===== config.mk =====
export PLATFORM = sky130hd
export DESIGN_NAME = lpd_ctrl
export DESIGN_NICKNAME = d
export VERILOG_FILES = /design/src/hw/lpd_pkg.sv /design/src/hw/lpd_crc8.sv /design/src/hw/lpd_ctrl.sv /design/src/hw/lpd_wdog.sv
export VERILOG_INCLUDE_DIRS = /design/src /design/src/hw
export SDC_FILE = /design/constraint.sdc
export NUM_CORES = 1
export LEC_CHECK = 0
export BUFFER_PORTS_ARGS = -buffer_cell sky130_fd_sc_hd__buf_2
export CAP_MARGIN = 20
export CORE_ASPECT_RATIO = 0.75
export CORE_MARGIN = 2
export CORE_UTILIZATION = 45
export CTS_CLUSTER_SIZE = 24
export DETAILED_ROUTE_END_ITERATION = 8
export PLACE_DENSITY = 0.69
export SETUP_SLACK_MARGIN = 0.15
export SLEW_MARGIN = 10
export SYNTH_ARGS = -nofsm -noshare
export SYNTH_HDL_FRONTEND = slang
export SYNTH_SLANG_ARGS = --single-unit

===== constraint.sdc =====
create_clock -name clk_sys_i -period 10.05 [get_ports clk_sys_i]
set_input_delay 2.01 -clock clk_sys_i [delete_from_list [all_inputs] [get_ports clk_sys_i]]
set_output_delay 2.01 -clock clk_sys_i [all_outputs]
set_load 0.02 [all_outputs]

===== src/hw/lpd_defs.svh =====
`ifndef LPD_DEFS_SVH
`define LPD_DEFS_SVH
// Command byte codes.
`define LPD_CMD_WR_CODE  8'h01
`define LPD_CMD_WR_CFG   8'h02
`define LPD_CMD_WR_ZERO  8'h03
`define LPD_CMD_WR_SPAN  8'h04
`define LPD_CMD_LOAD     8'h05
`define LPD_CMD_ALARM    8'h06
`define LPD_CMD_RESET    8'h07
`define LPD_CMD_MEAS     8'h08
`define LPD_CMD_NOP      8'h09
`define LPD_CMD_RD_CODE  8'h81
`define LPD_CMD_RD_CFG   8'h82
`define LPD_CMD_RD_ZERO  8'h83
`define LPD_CMD_RD_SPAN  8'h84
`define LPD_CMD_RD_FAULT 8'h85
// Register reset values and configuration write mask.
`define LPD_CODE_RST     16'h0000
`define LPD_CFG_RST      16'h7000
`define LPD_ZERO_RST     16'h8000
`define LPD_SPAN_RST     16'hFFFF
`define LPD_CFG_WMASK    16'hFFE0
// Configuration field positions.
`define LPD_CFG_TMO_HI   15
`define LPD_CFG_TMO_LO   13
`define LPD_CFG_WD_EN    12
`define LPD_CFG_NO_AUTO  11
`define LPD_CFG_NO_ALARM 10
`define LPD_CFG_MIN_I    9
`define LPD_CFG_MEAS_SEL 8
`define LPD_CFG_MEAS_EN  7
`define LPD_CFG_REF_PD   6
`define LPD_CFG_LOW_ALRT 5
// Frame lengths and CRC polynomial.
`define LPD_FRAME_SHORT  6'd24
`define LPD_FRAME_CRC    6'd32
`define LPD_CRC_POLY     8'h07
// Timing: clock period and watchdog timebase tick, in ns.
`define LPD_CLK_NS       25
`define LPD_TICK_NS      1000000
`define LPD_TICK_CYC     (`LPD_TICK_NS / `LPD_CLK_NS)
// Watchdog periods in ms.
`define LPD_WD_MS0       13'd50
`define LPD_WD_MS1       13'd100
`define LPD_WD_MS2       13'd500
`define LPD_WD_MS3       13'd1000
`define LPD_WD_MS4       13'd2000
`define LPD_WD_MS5       13'd3000
`define LPD_WD_MS6       13'd4000
`define LPD_WD_MS7       13'd5000
`endif


===== src/hw/lpd_pkg.sv =====
package lpd_pkg;
   // Serial port framing state.
   typedef enum logic [0:0] {LNK_IDLE, LNK_SHIFT} lpd_link_t;
   typedef logic [15:0] lpd_word_t;
endpackage


===== src/hw/lpd_crc8.sv =====
`timescale 1ns/1ps
`include "lpd_defs.svh"
module lpd_crc8 (
   input  wire logic [23:0] data_i, // Command byte and data word.
   output logic      [7:0]  crc_o   // CRC over the 24 bits, MSB first.
);
   logic [7:0] c;
   integer     i;

   // Bitwise CRC-8, unrolled by the loop; cheap since it runs once per frame.
   always_comb begin
      c = 8'h00;
      for (i = 23; i >= 0; i = i - 1) begin
         c = {c[6:0], 1'b0} ^ ((c[7] ^ data_i[i]) ? `LPD_CRC_POLY : 8'h00);
      end
      crc_o = c;
   end
endmodule


===== src/hw/lpd_ctrl.sv =====
// Functional notes
// (RULE_01) Set auto-readback-off before reading other registers.
// (RULE_02) Data word of read frames is ignored.
// (RULE_03) Read data shifts out in next frame.
// (RULE_04) MSB first: command, data, optional CRC.
// (RULE_05) Output code register is read/write, sets target.
// (RULE_06) Target is range low plus code times span.
// (RULE_07) Timeout select picks 50 ms to 5 s.
// (RULE_08) Valid writes and no-op restart watchdog.
// (RULE_09) Fault word shifts out unless auto-readback off.
// (RULE_10) Watchdog timeout sets D15, may force alarm.
// (RULE_11) CRC failure sets flag and fault output.
// (RULE_12) Current high/low flags assert fault output.
// (RULE_13) Hot flag follows comparator, asserts fault.
// (RULE_14) Warm flag follows comparator, no fault output.
// (RULE_15) Loop low flag may assert fault output.
// (RULE_16) Loop warning flag never asserts fault output.
// (RULE_17) Low byte holds latest measurement, source selectable.
// (RULE_18) Measurement code scaling is analog side.
// (RULE_19) Measurement converter off after reset.
// (RULE_20) Reference powered after reset, down when set.
// (RULE_21) Trims take effect on next code write.
// (RULE_22) Zero trim is code minus 32768.
// (RULE_23) Span trim reduces full scale by 65535-code.
// (RULE_24) Decode write, action and read command codes.
// (RULE_25) Capture on clock fall, act on select rise.
// (RULE_26) Reserved configuration bits read as zero.
// (RULE_27) Watchdog counts a timebase from system clock.
`timescale 1ns/1ps
`include "lpd_defs.svh"
module lpd_ctrl #(
   parameter int WD_TICK_CYC = `LPD_TICK_CYC     // Cycles per watchdog ms tick.
) (
   input  wire logic        clk_sys_i,           // System clock, 40 MHz.
   input  wire logic        rst_n_i,             // Synchronous reset, active low.
   input  wire logic        sclk_i,              // Serial clock pin.
   input  wire logic        sync_n_i,            // Frame select pin, active low.
   input  wire logic        serial_in_i,         // Serial data in.
   output logic             serial_out_o,        // Serial data out.
   input  wire logic        alarm_dir_i,         // Alarm direction pin, 1 = upscale.
   input  wire logic        current_high_flag_i, // Loop current above target.
   input  wire logic        current_low_flag_i,  // Loop current below target.
   input  wire logic        temp_hot_i,          // Die over-temperature comparator.
   input  wire logic        temp_warm_i,         // Die warning comparator.
   input  wire logic        loop_voltage_sense_low_i,         // Loop sense below low threshold.
   input  wire logic        loop_voltage_sense_warn_i,        // Loop sense below warning threshold.
   input  wire logic [7:0]  meas_code_i,         // Measurement converter result.
   input  wire logic        meas_done_i,         // Measurement result ready level.
   output logic             fault_o,             // Fault pin, active high.
   output logic             alarm_force_o,       // Force alarm current.
   output logic             alarm_upscale_o,     // Alarm direction, 1 = upscale.
   output logic [15:0]      out_code_o,          // Applied output code.
   output logic [15:0]      out_zero_o,          // Applied zero trim.
   output logic [15:0]      out_span_o,          // Applied span trim.
   output logic             min_current_o,       // Set minimum loop current.
   output logic             meas_sel_o,          // 1 = die temperature source.
   output logic             meas_en_o,           // Measurement converter enable.
   output logic             meas_start_o,        // Start measurement pulse.
   output logic             ref_pd_o             // Power down internal reference.
);
   ////////////////////////////////////////////////////////////////////////////////
   // Input synchronisers.
   localparam int NSYNC = 19;
   logic [NSYNC-1:0] async_in;
   logic [NSYNC-1:0] sync_m_r;
   logic [NSYNC-1:0] sync_s_r;
   logic             sclk_d_r;
   logic             sync_d_r;
   logic             done_d_r;

   assign async_in = {meas_code_i, meas_done_i, loop_voltage_sense_warn_i, loop_voltage_sense_low_i, temp_warm_i,
                      temp_hot_i, current_low_flag_i, current_high_flag_i, alarm_dir_i,
                      serial_in_i, sync_n_i, sclk_i};

   // Two flops per pin; only the second stage is used by any logic.
   // Reset parks each stage at its pin's idle level (select high), so that no
   // false select edge, and with it no stray frame start, follows reset.
   genvar gi;
   generate
      for (gi = 0; gi < NSYNC; gi = gi + 1) begin : g_sync
         always_ff @(posedge clk_sys_i) begin
            if (!rst_n_i) begin
               sync_m_r[gi] <= (gi == 1) ? 1'b1 : 1'b0;
               sync_s_r[gi] <= (gi == 1) ? 1'b1 : 1'b0;
            end else begin
               sync_m_r[gi] <= async_in[gi];
               sync_s_r[gi] <= sync_m_r[gi];
            end
         end
      end
   endgenerate

   logic       sclk_s, sync_s, serial_in_s, dir_s, hi_s, lo_s, hot_s, warm_s;
   logic       vlow_s, vwarn_s, done_s;
   logic [7:0] code_s;
   assign {code_s, done_s, vwarn_s, vlow_s, warm_s, hot_s, lo_s, hi_s, dir_s, serial_in_s,
           sync_s, sclk_s} = sync_s_r;

   // Delayed copies for edge detection; select idles high.
   always_ff @(posedge clk_sys_i) begin
      if (!rst_n_i) begin
         sclk_d_r <= 1'b0;
         sync_d_r <= 1'b1;
         done_d_r <= 1'b0;
      end else begin
         sclk_d_r <= sclk_s;
         sync_d_r <= sync_s;
         done_d_r <= done_s;
      end
   end

   logic sclk_fall, sclk_rise, sync_fall, sync_rise;
   assign sclk_fall = sclk_d_r & ~sclk_s;
   assign sclk_rise = ~sclk_d_r & sclk_s;
   assign sync_fall = sync_d_r & ~sync_s;
   assign sync_rise = ~sync_d_r & sync_s;

   ////////////////////////////////////////////////////////////////////////////////
   // Frame capture.
   lpd_pkg::lpd_link_t link_st_r;
   logic [31:0]        in_sh_r;
   logic [5:0]         bit_cnt_r;
   logic [23:0]        out_sh_r;

   // Framing state follows the select line.
   always_ff @(posedge clk_sys_i) begin
      if (!rst_n_i) link_st_r <= lpd_pkg::LNK_IDLE;
      else begin
         case (link_st_r)
            lpd_pkg::LNK_IDLE:  if (sync_fall) link_st_r <= lpd_pkg::LNK_SHIFT;
            lpd_pkg::LNK_SHIFT: if (sync_rise) link_st_r <= lpd_pkg::LNK_IDLE;
            default:            link_st_r <= lpd_pkg::LNK_IDLE;
         endcase
      end
   end

   // Bits enter MSB first on falling serial clock; count saturates past 32.
   always_ff @(posedge clk_sys_i) begin
      if (!rst_n_i) begin
         in_sh_r   <= 32'h00000000;
         bit_cnt_r <= 6'h00;
      end else if (sync_fall) begin
         bit_cnt_r <= 6'h00;
      end else if (link_st_r == lpd_pkg::LNK_SHIFT && sclk_fall) begin
         in_sh_r <= {in_sh_r[30:0], serial_in_s}; // RULE_25
         if (bit_cnt_r != 6'h21) bit_cnt_r <= bit_cnt_r + 6'h01;
      end
   end

   // A frame counts only at exactly 24 or 32 bits; the longer one carries CRC.
   logic        frm_go, frm_ok, crc_bad, is_crc;
   logic [23:0] frm_word;
   logic [7:0]  frm_cmd, crc_calc;
   logic [15:0] frm_data;
   assign is_crc   = (bit_cnt_r == `LPD_FRAME_CRC);
   assign frm_go   = sync_rise && link_st_r == lpd_pkg::LNK_SHIFT &&
                     (is_crc || bit_cnt_r == `LPD_FRAME_SHORT);
   assign frm_word = is_crc ? in_sh_r[31:8] : in_sh_r[23:0]; // RULE_04
   assign frm_cmd  = frm_word[23:16];
   assign frm_data = frm_word[15:0];
   assign crc_bad  = frm_go && is_crc && (crc_calc != in_sh_r[7:0]); // RULE_11
   assign frm_ok   = frm_go && !crc_bad;

   lpd_crc8 u_crc (
      .data_i (in_sh_r[31:8]),
      .crc_o  (crc_calc)
   );

   ////////////////////////////////////////////////////////////////////////////////
   // Command decode.
   logic cmd_wr, cmd_rd, kick, soft_rst, rst_all;
   assign cmd_wr = frm_ok && frm_cmd >= `LPD_CMD_WR_CODE &&
                   frm_cmd <= `LPD_CMD_WR_SPAN; // RULE_24 RULE_02
   assign cmd_rd = frm_ok && frm_cmd >= `LPD_CMD_RD_CODE && frm_cmd <= `LPD_CMD_RD_FAULT;
   assign kick   = cmd_wr || (frm_ok && frm_cmd == `LPD_CMD_NOP); // RULE_08
   assign soft_rst = frm_ok && frm_cmd == `LPD_CMD_RESET;
   assign rst_all  = !rst_n_i || soft_rst;

   ////////////////////////////////////////////////////////////////////////////////
   // Registers.
   logic [15:0] code_r, cfg_r, zero_r, span_r, fault_word;
   logic        apply;
   assign apply = frm_ok && (frm_cmd == `LPD_CMD_WR_CODE || frm_cmd == `LPD_CMD_LOAD);

   // Output code; read frames never reach here so their data is dropped.
   always_ff @(posedge clk_sys_i) begin
      if (rst_all) code_r <= `LPD_CODE_RST;
      else if (frm_ok && frm_cmd == `LPD_CMD_WR_CODE) code_r <= frm_data; // RULE_05
   end

   // Configuration; reserved low bits are never stored.
   always_ff @(posedge clk_sys_i) begin
      if (rst_all) cfg_r <= `LPD_CFG_RST; // RULE_19 RULE_20
      else if (frm_ok && frm_cmd == `LPD_CMD_WR_CFG)
         cfg_r <= frm_data & `LPD_CFG_WMASK; // RULE_26
   end

   // Trim registers are only staged here.
   always_ff @(posedge clk_sys_i) begin
      if (rst_all) begin
         zero_r <= `LPD_ZERO_RST; // RULE_22
         span_r <= `LPD_SPAN_RST; // RULE_23
      end else begin
         if (frm_ok && frm_cmd == `LPD_CMD_WR_ZERO) zero_r <= frm_data;
         if (frm_ok && frm_cmd == `LPD_CMD_WR_SPAN) span_r <= frm_data;
      end
   end

   // Staged trims reach the analog side only with a code write or load.
   always_ff @(posedge clk_sys_i) begin
      if (rst_all) begin
         out_code_o <= `LPD_CODE_RST;
         out_zero_o <= `LPD_ZERO_RST;
         out_span_o <= `LPD_SPAN_RST;
      end else if (apply) begin
         out_code_o <= (frm_cmd == `LPD_CMD_WR_CODE) ? frm_data : code_r; // RULE_06
         out_zero_o <= zero_r; // RULE_21
         out_span_o <= span_r; // RULE_21
      end
   end

   ////////////////////////////////////////////////////////////////////////////////
   // Watchdog and alarm.
   logic wd_fault, alarm_cmd_r;

   lpd_wdog #(
      .TICK_CYC (WD_TICK_CYC)
   ) u_wdog (
      .clk_sys_i (clk_sys_i),
      .rst_n_i   (~rst_all),
      .en_i      (cfg_r[`LPD_CFG_WD_EN]),
      .sel_i     (cfg_r[`LPD_CFG_TMO_HI:`LPD_CFG_TMO_LO]),
      .kick_i    (kick),
      .expired_o (wd_fault)
   );

   // Alarm holds from reset until the first code is applied, as after power-up.
   always_ff @(posedge clk_sys_i) begin
      if (rst_all) alarm_cmd_r <= 1'b1;
      else if (frm_ok && frm_cmd == `LPD_CMD_ALARM) alarm_cmd_r <= 1'b1;
      else if (apply) alarm_cmd_r <= 1'b0;
   end

   assign alarm_force_o   = alarm_cmd_r || (wd_fault && !cfg_r[`LPD_CFG_NO_ALARM]); // RULE_10
   assign alarm_upscale_o = dir_s;

   ////////////////////////////////////////////////////////////////////////////////
   // Fault and measurement.
   logic       crc_error_flag_r, fault_load;
   logic [7:0] meas_r;

   // Sticky CRC flag cleared when the fault word loads at select fall; a new error in that cycle wins.
   always_ff @(posedge clk_sys_i) begin
      if (rst_all) crc_error_flag_r <= 1'b0;
      else if (crc_bad) crc_error_flag_r <= 1'b1; // RULE_11
      else if (fault_load) crc_error_flag_r <= 1'b0;
   end

   // Latest measurement, taken on the rising ready level while enabled.
   always_ff @(posedge clk_sys_i) begin
      if (rst_all) meas_r <= 8'h00;
      else if (done_s && !done_d_r && cfg_r[`LPD_CFG_MEAS_EN]) meas_r <= code_s; // RULE_17
   end

   assign fault_word = {wd_fault, crc_error_flag_r, hi_s, lo_s, hot_s, warm_s, vlow_s,
                        vwarn_s, meas_r}; // RULE_12 RULE_13 RULE_14 RULE_15 RULE_16 RULE_18
   // Warning-level flags are left out of the pin on purpose.
   assign fault_o = wd_fault | crc_error_flag_r | hi_s | lo_s | hot_s |
                    (vlow_s & cfg_r[`LPD_CFG_LOW_ALRT]); // RULE_15 RULE_16 RULE_14

   assign min_current_o = cfg_r[`LPD_CFG_MIN_I];
   assign meas_sel_o    = cfg_r[`LPD_CFG_MEAS_SEL]; // RULE_17
   assign meas_en_o     = cfg_r[`LPD_CFG_MEAS_EN]; // RULE_19
   assign ref_pd_o      = cfg_r[`LPD_CFG_REF_PD]; // RULE_20

   // One-cycle start request for the measurement converter.
   always_ff @(posedge clk_sys_i) begin
      if (!rst_n_i) meas_start_o <= 1'b0;
      else meas_start_o <= frm_ok && frm_cmd == `LPD_CMD_MEAS && cfg_r[`LPD_CFG_MEAS_EN];
   end

   ////////////////////////////////////////////////////////////////////////////////
   // Readback.
   logic        rd_pend_r;
   logic [2:0]  rd_sel_r;
   logic [15:0] rd_data;

   // A read only records its target; the data leaves in the next frame.
   always_ff @(posedge clk_sys_i) begin
      if (rst_all) begin
         rd_pend_r <= 1'b0;
         rd_sel_r  <= 3'h0;
      end else if (cmd_rd) begin
         rd_pend_r <= 1'b1; // RULE_03
         rd_sel_r  <= frm_cmd[2:0];
      end else if (sync_fall) rd_pend_r <= 1'b0;
   end

   always_comb begin
      case (rd_sel_r)
         3'h1:    rd_data = code_r;
         3'h2:    rd_data = cfg_r;
         3'h3:    rd_data = zero_r;
         3'h4:    rd_data = span_r;
         default: rd_data = fault_word;
      endcase
   end

   // Pending read beats the automatic fault word, which the host must turn off
   // to avoid confusion on a stream of writes.
   assign fault_load = sync_fall && (rd_pend_r ? (rd_sel_r == 3'h5)
                                               : !cfg_r[`LPD_CFG_NO_AUTO]);

   // Word loads at select fall, then moves on each rising serial clock.
   always_ff @(posedge clk_sys_i) begin
      if (!rst_n_i) out_sh_r <= 24'h000000;
      else if (sync_fall) begin
         if (rd_pend_r) out_sh_r <= {rd_data, 8'h00}; // RULE_01 RULE_03
         else if (!cfg_r[`LPD_CFG_NO_AUTO]) out_sh_r <= {fault_word, 8'h00}; // RULE_09
         else out_sh_r <= 24'h000000;
      end else if (link_st_r == lpd_pkg::LNK_SHIFT && sclk_rise)
         out_sh_r <= {out_sh_r[22:0], 1'b0};
   end

   assign serial_out_o = out_sh_r[23];
endmodule


===== src/hw/lpd_wdog.sv =====
`timescale 1ns/1ps
`include "lpd_defs.svh"
module lpd_wdog #(
   parameter int TICK_CYC = `LPD_TICK_CYC    // Clock cycles per 1 ms tick.
) (
   input  wire logic       clk_sys_i, // System clock.
   input  wire logic       rst_n_i,   // Synchronous reset, active low.
   input  wire logic       en_i,      // Watchdog enable.
   input  wire logic [2:0] sel_i,     // Timeout select.
   input  wire logic       kick_i,    // Valid communication seen.
   output logic            expired_o  // Timeout elapsed, held until kick, reset or disable.
);
   logic [15:0] tick_cnt_r;
   logic [12:0] ms_cnt_r;
   logic [12:0] per_ms;
   logic        tick;

   // Period table; a larger select gives a longer wait.
   always_comb begin
      case (sel_i)
         3'h0:    per_ms = `LPD_WD_MS0;
         3'h1:    per_ms = `LPD_WD_MS1;
         3'h2:    per_ms = `LPD_WD_MS2;
         3'h3:    per_ms = `LPD_WD_MS3;
         3'h4:    per_ms = `LPD_WD_MS4;
         3'h5:    per_ms = `LPD_WD_MS5;
         3'h6:    per_ms = `LPD_WD_MS6;
         default: per_ms = `LPD_WD_MS7;
      endcase
   end

   assign tick = (tick_cnt_r == 16'(TICK_CYC - 1));

   // Millisecond timebase from the system clock.
   always_ff @(posedge clk_sys_i) begin
      if (!rst_n_i || kick_i || !en_i) tick_cnt_r <= 16'h0000; // RULE_27
      else if (tick) tick_cnt_r <= 16'h0000;
      else tick_cnt_r <= tick_cnt_r + 16'h0001;
   end

   // Elapsed ms; the count stops once the flag is up.
   always_ff @(posedge clk_sys_i) begin
      if (!rst_n_i || kick_i || !en_i) ms_cnt_r <= 13'h0000; // RULE_08
      else if (tick && !expired_o) ms_cnt_r <= ms_cnt_r + 13'h0001;
   end

   // Flag rises once the selected period has fully passed.
   always_ff @(posedge clk_sys_i) begin
      if (!rst_n_i || kick_i || !en_i) expired_o <= 1'b0;
      else if (ms_cnt_r >= per_ms) expired_o <= 1'b1; // RULE_07
   end
endmodule


==> results of run 1 <==
## kinds of logic (layout without fill, tap and decap cells)
| family | after synthesis | in the layout | synth area share |
|---|---|---|---|
| DFF | 248 | 248 | 0.4519 |
| buffers and inverters | 99 | 147 | 0.03701 |
| xor gates and xnor gates | 80 | 80 | 0.08131 |
| adders and majority gates | 17 | 17 | 0.01936 |
| and+or+nand+nor | 473 | 473 | 0.1887 |
| muxes | 97 | 97 | 0.09076 |
| AOI/OAI and AO/OA | 232 | 232 | 0.1310 |
## metal layers
layer,wire [microns],track usage,vias up
met5,0,0,-
met4,688,0.05895,0
li1,-,-,4315
met3,1649,0.03036,47
met2,11680,0.3182,264
met1,12860,0.3075,4108
## power breakdown
group | switching, uW | total, uW | internal, uW
Combinational | 25.7 | 40.4 | 14.7
Clock | 404 | 988 | 584
Sequential | 5.03 | 999 | 994
## registers in the layout, summed over array words and instances, names as in the netlist, 3 cells and up
| register | count |
|---|---|
| in_sh_r | 32 |
| out_zero_o | 16 |
| bit_cnt_r | 6 |
| sync_m_r | 19 |
| rd_sel_r | 3 |
| out_span_o | 16 |
| span_r | 16 |
| u_wdog.ms_cnt_r | 13 |
| cfg_r | 11 |
| out_sh_r | 16 |
| u_wdog.tick_cnt_r | 16 |
| meas_r | 8 |
| zero_r | 16 |
| code_r | 16 |
| out_code_o | 16 |
| code_s | 8 |
## final cells by class
class	instances	area, sq um	area share
Tap cell	331	414.1	0.03332
Clock inverter	17	203.9	0.01641
Sequential cell	248	4965	0.3994
Inverter	13	48.80	0.003926
Clock buffer	29	670.6	0.05396
Timing Repair Buffer	88	488.0	0.03926
Multi-Input combinational cell	899	5639	0.4537
## worst max-delay path, cell delays in order (launching register included)
cell	delay [ns]
dfxtp_1	0.42
xor3_1	0.44
xnor3_1	0.39
xor3_1	0.26
xnor3_1	0.42
or3_1	0.37
a211o_1	0.37
o31ai_4	0.18
buf_4	0.31
and2_1	0.88
mux2i_1	0.28
nor2_1	0.06
## layout by cell type (no fill, tap or decap), drive strengths merged, types with 4 or more instances in the layout
| cell type | instances |
|---|---|
| dfxtp | 248 |
| nand2 | 223 |
| nor2 | 116 |
| a21oi | 91 |
| buf | 88 |
| mux2i | 76 |
| o21ai | 49 |
| nand3 | 41 |
| and2 | 40 |
| xnor2 | 36 |
| xor2 | 31 |
| clkbuf | 29 |
| a221oi | 25 |
| a211oi | 22 |
| mux2 | 21 |
| o211ai | 18 |
| ha | 17 |
| inv | 15 |
| nand4 | 9 |
| xnor3 | 9 |
| nor3 | 8 |
| clkinv | 8 |
| nand2b | 7 |
| o21a | 7 |
| nor2b | 5 |
| or3 | 5 |
| nor4 | 4 |
| nand3b | 4 |
| xor3 | 4 |
| and3 | 4 |
| bufinv | 4 |
## per-stage QoR
stage	hold WS, ns	cells	cell area, sq um
detailed placement	0.3964	1576	11510
global placement	0.3958	1576	11510
CTS	0.4103	1622	12390
floorplan	0.3863	1246	10990
global route	0.4284	1625	12430
finish	0.4067	1625	12430
## worst paths after layout
path         slack, ns         end        start
max               5.50  code_r[12]  in_sh_r[15]
min               0.41      sync_s  sync_m_r[1]
max reg2reg       5.50  code_r[12]  in_sh_r[15]
min reg2reg       0.41      sync_s  sync_m_r[1]
==> reports/metrics.yaml, run 1 <==
outcome:
  status: "finished, final reports clean"
cts:
  cts_buffers: 25
  postCtsSetupBuffers: 0
  worst_setup_hold_path_clk_slew_ns: 0.07
  clk-insertion-delay-late_ns: 0.54
  hold_buffers: 0
  ctsResizeCount: 0
  clock_tree.buffer_depth: 3
  clkSinkCount: 248
  htree_levels: 1
  cts_root_buf: "clkbuf_16"
  tritoncts: "yes"
die:
  core_sq_mm: 0.02397
  rows: 49
  die_area_sq_mm: 0.02569
  die_h_microns: 139.3
  initial_core_util: 0.4583
  boundaryPins: 78
  chipWidth_microns: 184.4
critical_path:
  critPathLaunchType: "flip-flop"
  required_ns: 10.42
  worstSetupEndpointType: "flip-flop"
  worst-path-max-fanout: 29
  worstSetupPathType: "reg -> reg"
  cp.arrival_ns: 4.93
  worst-r2r-cell-count: 11
placement:
  io_buffers: 77
  place_ws_ns: 5.484
  gp_congestion: 0.9134
  dpl.hpwl_mm: 18.74
synthesis:
  synth_most_common_cell: "dfxtp_1"
  syn_nets: 1284
  synth_edf_count: 0
  netlist_top_cells_count: "dfxtp_1, nand2_1, nor2_1, a21oi_1, mux2i_1"
  synth_area_leaders: "dfxtp_1, nand2_1, mux2i_1"
  yosysTopAreaCell: "dfxtp_1"
  yosysSeqAreaShare: 0.4519
  ys.flop_type: "dfxtp_1"
  ys_warn_count: 0
  syn_area_sq_mm: 0.01099
  ys_ff_latch: 248
  synth_cell_types: 53
  netlist_instances: 1246
  netlist.area_leader.share: 0.4519
  synthArstFlopShare: 0
  syn_area_per_cell_sq_um: 8.818
min_path:
  hold-path-cell-count: 1
  min_path_type: "reg -> reg"
power:
  p_per_area_mw_per_mm2: 163.2
  ir_drop_mv: 0.1542
  p_total_uw: 2028
  p_leak_uw: 0.005108
sta:
  report.final.slew_viol_count: 0
  slew-limit-headroom: 0.2866
  min_period_over_period: 0.4529
  setup_viol_count_final: 0
  min_period_ns: 4.552
  finClkSkew_ns: 0.02636
  worst_slew_pin_slew_ns: 1.070
  fin_ws_ns: 5.498
  fmax_mhz: 219.7
  hold_viol_final: 0
  fin_tns_setup_ns: 0
  grt_setup_unrepaired: "no"
detailed_routing:
  wl_per_cell_microns: 16.54
  drc_errors: 0
  drtAntennaViolNets: 0
  first_iter_violations: 906
  via_per_inst: 5.375
  num_vias: 8734
  drt_first_pass_iters: 6
  drt-total-wl_mm: 26.88
global_routing:
  grt_pass1_wl_mm: 43.48
  grt_max_degree: 68
  grt.total_usage: 0.2090
  grt-ovfl-total: 0
  antenna_found_initial: 0
  first_global_vias: 8139
final_layout:
  fillCellCount: 2229
  synthToLayoutAreaGrowth_pct: 13.13
  final_layout_size_suffix_gt1_frac: 0.1275
  diodes: 0
  fin_util: 0.5185
  fin_nets: 1313
run:
  max_cap_violations: 0
Power figures use the tool's default switching activity.
==> run 2, diff against run 1 <==
PLACE_DENSITY = 0.72   (was 0.69)
clock period = 4 ns   (was 10.05 ns; I/O delays follow)
==> run 2 against run 1 <==
  * Clock skew down 0.0078 ns
  * Worst hold slack better by 0.0034 ns
  * Design area up 2.6%
  * Sequential cell count unchanged
  * Register-to-register slack worse by 5.2 ns
  * Worst setup slack worse by 5.2 ns
  * Critical path depth up 1
  * Combinational power rose to 2.8 times the previous value
  * Fmax up 21%
==> reports/metrics.yaml, run 2 (synthesis results as in run 1) <==
critical_path:
  worst-path-max-fanout: 33
  required_ns: 4.38
  critPathBufInv: 2
  cp.arrival_ns: 4.12
  path_cells: "xor3_1, xnor3_1, xor3_1, xnor3_1, or3_1, a211o_1, o21ai_2, nand2_2, o21ai_4, buf_4, buf_12, a211oi_1"
  worstSetupPathType: "reg -> reg"
  worstSetupEndpointType: "flip-flop"
  cp_slowest_cell: "xor3_1"
  crit_path_max_incr_delay_ns: 0.42
  critPathLaunchType: "flip-flop"
  path_delay_family: "XOR/XNOR gates"
die:
  die_h_microns: 139.3
  chipWidth_microns: 184.4
  initial_core_util: 0.4583
  die_area_sq_mm: 0.02569
  boundaryPins: 78
  rows: 49
  core_sq_mm: 0.02397
power:
  ir_drop_mv: 0.2848
  p_leak_uw: 0.005292
  p_per_area_mw_per_mm2: 405.1
  p_total_uw: 5168
placement:
  gp_congestion: 0.9171
  place_inst: 1603
  io_buffers: 77
  place_area_sq_mm: 0.01175
  dpl.hpwl_mm: 19.54
final_layout:
  synthToLayoutAreaGrowth_pct: 16.13
  final_layout_size_suffix_gt1_frac: 0.1467
  layout_common_cells: "dfxtp_1, nand2_1, nor2_1"
  fin_util: 0.5322
  largest_register: "in_sh_r"
  instances_no_fill: 1653
  diodes: 0
  largestRegisters: "in_sh_r x32, sync_m_r x19"
  mostFrequentLayoutCell: "dfxtp_1"
  fillCellCount: 2164
  stdcell_area_sq_mm: 0.01276
  fin_nets: 1342
  largest_reg_flops: 32
sta:
  min_period_ns: 3.748
  hold_viol_final: 0
  fin_tns_setup_ns: 0
  report.final.slew_viol_count: 0
  setup_viol_count_final: 0
  grt_setup_unrepaired: "yes"
  slew-limit-headroom: 0.3345
  worst_slew_pin_slew_ns: 0.9952
  finClkSkew_ns: 0.01855
  min_period_over_period: 0.9370
  fmax_mhz: 266.8
cts:
  cts_root_buf: "clkbuf_16"
  tritoncts: "yes"
  clock_tree.buffer_depth: 3
  htree_levels: 1
  worst_setup_hold_path_clk_slew_ns: 0.07
  clkSinkCount: 248
  cts_buffers: 25
  clk-insertion-delay-late_ns: 0.53
detailed_routing:
  drtAntennaViolNets: 0
  wl_met1_mm: 13.09
  wl_met2_mm: 12.04
  routed.top_layer: "met4"
  num_vias: 9036
  wl_per_cell_microns: 17.04
  drt-total-wl_mm: 28.17
  drc_errors: 0
  via_per_inst: 5.466
  first_iter_violations: 917
  drt_first_pass_iters: 5
  dr_wl_met3_mm: 2.318
global_routing:
  first_global_vias: 8293
  antenna_found_initial: 0
  grt_max_degree: 49
  grt_pass1_wl_mm: 44.44
  grt.total_usage: 0.2147
  grt-ovfl-total: 0
min_path:
  min_path_type: "reg -> reg"
run:
  max_cap_violations: 0
outcome:
  status: "finished, final reports clean"
[run 2: cell count changes in the layout (fill, tap and decap cells not counted), sizes merged]
cell / before / now
bufinv: 4 / 5
clkbuf: 29 / 37
clkinvlp: 3 / 1
inv: 15 / 14
clkinv: 8 / 2
bufbuf: 0 / 1
buf: 88 / 115
[run 2: metrics by stage]
step,setup WS [ns],hold slack (ns)
after floorplan,0.3654,0.3863
after global placement,0.2864,0.3961
after detailed placement,0.1579,0.3999
after CTS,0.1835,0.4132
after global routing,0.1051,0.4329
final,0.2522,0.4101
[run 2: per-layer routing]
metal,global-route usage,vias to the layer above
met5,0,-
met4,0.05979,0
met3,0.05025,44
met2,0.3194,316
met1,0.3104,4289
li1,-,4387
[run 2: layout make-up]
cell class	instances	area (sq um)	area share
clock buffer	36	716.9	0.05619
clock inverter	9	180.2	0.01412
inverter	13	48.80	0.003825
multi-input combinational	899	5663	0.4439
sequential	248	4966	0.3892
tap	331	414.1	0.03246
timing repair buffer	117	769.5	0.06031
[run 2: power breakdown]
part	switching [uW]	internal [uW]	total, uW
sequential	12.4	2500	2510
combinational	66.8	45.2	112
clock	977	1570	2550
[run 2: path summary, 6_finish.rpt]
path                                  start   endpoint  slack (ns)  depth (start not counted)
worst min register to register  sync_m_r[1]     sync_s        0.41                          1
worst min-delay path            sync_m_r[1]     sync_s        0.41                          1
worst max register to register  in_sh_r[15]  code_r[8]        0.25                         12
worst max-delay path            in_sh_r[15]  code_r[8]        0.25                         12
[run 2: timing repair]
item / CTS / global route
endpoints found under the setup margin: 67 / 111
gates cloned: 1 / 1
resized for setup: 2 / 6
pin swaps: 1 / 2
hold buffers: 0 / 0
buffers inserted: 1 / 2
==> run 3, diff against run 2 <==
PLACE_DENSITY = 0.64   (was 0.72)
==> run 3 against run 2 <==
  * Count of clock-buffer cells in the layout decreased by 3
  * Sequential share of layout area increased by 0.33 points
  * First-iteration DRC count decreased by 32%
  * Global-route usage decreased by 0.18 points
  * Sequential power about the same
  * Critical path depth decreased by 1
  * Design area decreased by 0.83%
==> reports/metrics.yaml, run 3 (synthesis results as in run 1) <==
outcome:
  status: "finished, final reports clean"
placement:
  dpl.hpwl_mm: 19.60
  io_buffers: 77
  place_area_sq_mm: 0.01179
  place_inst: 1605
  place_ws_ns: 0.07401
  gp_congestion: 0.8593
final_layout:
  stdcell_area_sq_mm: 0.01265
  largestRegisters: "in_sh_r x32, sync_m_r x19"
  largest_register: "in_sh_r"
  mostFrequentLayoutCell: "dfxtp_1"
  final_layout_size_suffix_gt1_frac: 0.1476
  largest_reg_flops: 32
  fillCellCount: 2291
  fin_nets: 1343
  regArea_sq_mm: 0.004966
  diodes: 0
  instances_no_fill: 1652
  synthToLayoutAreaGrowth_pct: 15.16
  multi_input_area_sq_mm: 0.005679
  layout_common_cells: "dfxtp_1, nand2_1, nor2_1"
global_routing:
  grt_max_degree: 52
  grt.total_usage: 0.2128
  grt-ovfl-total: 0
  first_global_vias: 8093
  antenna_found_initial: 0
  grt_pass1_wl_mm: 43.80
sta:
  report.final.slew_viol_count: 0
  min_period_ns: 3.681
  fin_ws_ns: 0.3190
  grt_setup_unrepaired: "no"
  hold_viol_final: 0
  fin_tns_setup_ns: 0
  slew-limit-headroom: 0.3352
  finClkSkew_ns: 0.01652
  setup_viol_count_final: 0
  min_period_over_period: 0.9203
  fmax_mhz: 271.7
  worst_slew_pin_slew_ns: 0.9942
critical_path:
  worstSetupEndpointType: "flip-flop"
  cp_slowest_cell: "xnor3_1"
  worstSetupPathType: "reg -> reg"
  worst-path-max-fanout: 48
  regToRegSetupSlack_ns: 0.32
  required_ns: 4.45
  cp.arrival_ns: 4.13
  r2r-start: "in_sh_r[15]"
  reg2reg_to: "out_code_o[14]"
  path_cells: "xor3_1, xnor3_1, xor3_1, xnor3_1, or3_1, a211o_1, o31ai_4, and3_1, buf_12, o211ai_1, a21oi_1"
  critPathLaunchType: "flip-flop"
  worst-r2r-cell-count: 11
  crit_path_max_incr_delay_ns: 0.41
die:
  die_h_microns: 139.3
  boundaryPins: 78
  rows: 49
  chipWidth_microns: 184.4
  initial_core_util: 0.4583
  core_sq_mm: 0.02397
  die_area_sq_mm: 0.02569
detailed_routing:
  num_vias: 8759
  drt-total-wl_mm: 27.73
  drt_first_pass_iters: 6
  first_iter_violations: 626
  drtAntennaViolNets: 0
  wl_per_cell_microns: 16.78
  drc_errors: 0
  via_per_inst: 5.302
power:
  p_per_area_mw_per_mm2: 382.8
  combPwrFrac: 0.023
  ir_drop_mv: 0.3077
  p_int_uw: 3795
  p_leak_uw: 0.005231
  p_clk_frac: 0.458
  p_switching_uw: 1049
  p_total_uw: 4843
  switching_share: 0.2165
  seqPwrFrac: 0.519
cts:
  worst_setup_hold_path_clk_slew_ns: 0.06
  tritoncts: "yes"
  htree_levels: 1
  hold_buffers: 0
  clkSinkCount: 248
  cts_root_buf: "clkbuf_16"
  clk-insertion-delay-late_ns: 0.52
  cts_buffers: 25
  clock_tree.buffer_depth: 3
min_path:
  min_from: "sync_m_r[1]"
  min_path_type: "reg -> reg"
  min_to: "sync_s"
  hold-path-cell-count: 1
run:
  max_cap_violations: 0
run 3: changes by cell type in the layout (fill, tap and decap cells not counted), sizes merged:
cell	previous run	this run
clkbuf	37	34
bufinv	5	1
bufbuf	1	0
clkinv	2	6
buf	115	117
clkinvlp	1	2
run 3: worst max path at each step:
stage	endpoint	startpoint	cells after the start	slack [ns]
after global placement	meas_start_o	in_sh_r[21]	10	0.12
after detailed placement	meas_start_o	in_sh_r[21]	10	0.07
final	out_code_o[14]	in_sh_r[15]	11	0.32
after global routing	code_r[0]	in_sh_r[15]	12	0.16
after CTS	code_r[15]	in_sh_r[29]	11	0.19
after floorplan	zero_r[15]	in_sh_r[20]	12	0.37
run 3: final cells by class:
type,count,share of cell area
clock inverters,10,0.006626
repair buffers,118,0.06201
inverters,13,0.003857
clock buffers,33,0.05340
well taps,331,0.03273
multi-input cells,899,0.4489
flip-flops and latches,248,0.3925
run 3: worst max-delay path, delay by kind of cell, from the launching register on:
family	cells	cell delay, ns
xor+xnor	4	1.47
compound gates	4	0.95
simple gates	2	0.63
flops	1	0.34
buf+inv	1	0.22
run 3: power groups by stage:
stage | clock (uW) | sequential, uW | combinational [uW]
floorplan | 0 | 2560 | 72.6
finish | 2220 | 2510 | 111
global route | 2360 | 2510 | 124
global placement | 0 | 2570 | 109
CTS | 2260 | 2510 | 111
detailed placement | 0 | 2570 | 110
run 3: what timing repair did:
| action | 4_1_cts | 5_1_grt |
|---|---|---|
| endpoints found under the hold margin | 0 | 0 |
| buffers inserted | 1 | 1 |
| pin swaps | 1 | 2 |
| gates resized for setup | 2 | 8 |
| gates cloned | 0 | 1 |
| endpoints found under the setup margin | 75 | 120 |
run 3: stage by stage:
step / util / hold slack (ns)
floorplan: - / 0.3863
global placement: 0.4919 / 0.3970
detailed placement: 0.4919 / 0.3961
CTS: 0.5242 / 0.4103
global route: 0.5278 / 0.4327
finish: 0.5278 / 0.4056
run 3: metal layers:
metal,vias up,track usage,part of all wire,wire (microns)
met3,37,0.04266,0.064,1781
li1,4381,-,-,-
met5,-,0,0,0
met1,4108,0.3125,0.49,13550
met4,0,0.04674,0.019,540
met2,233,0.3221,0.43,11850
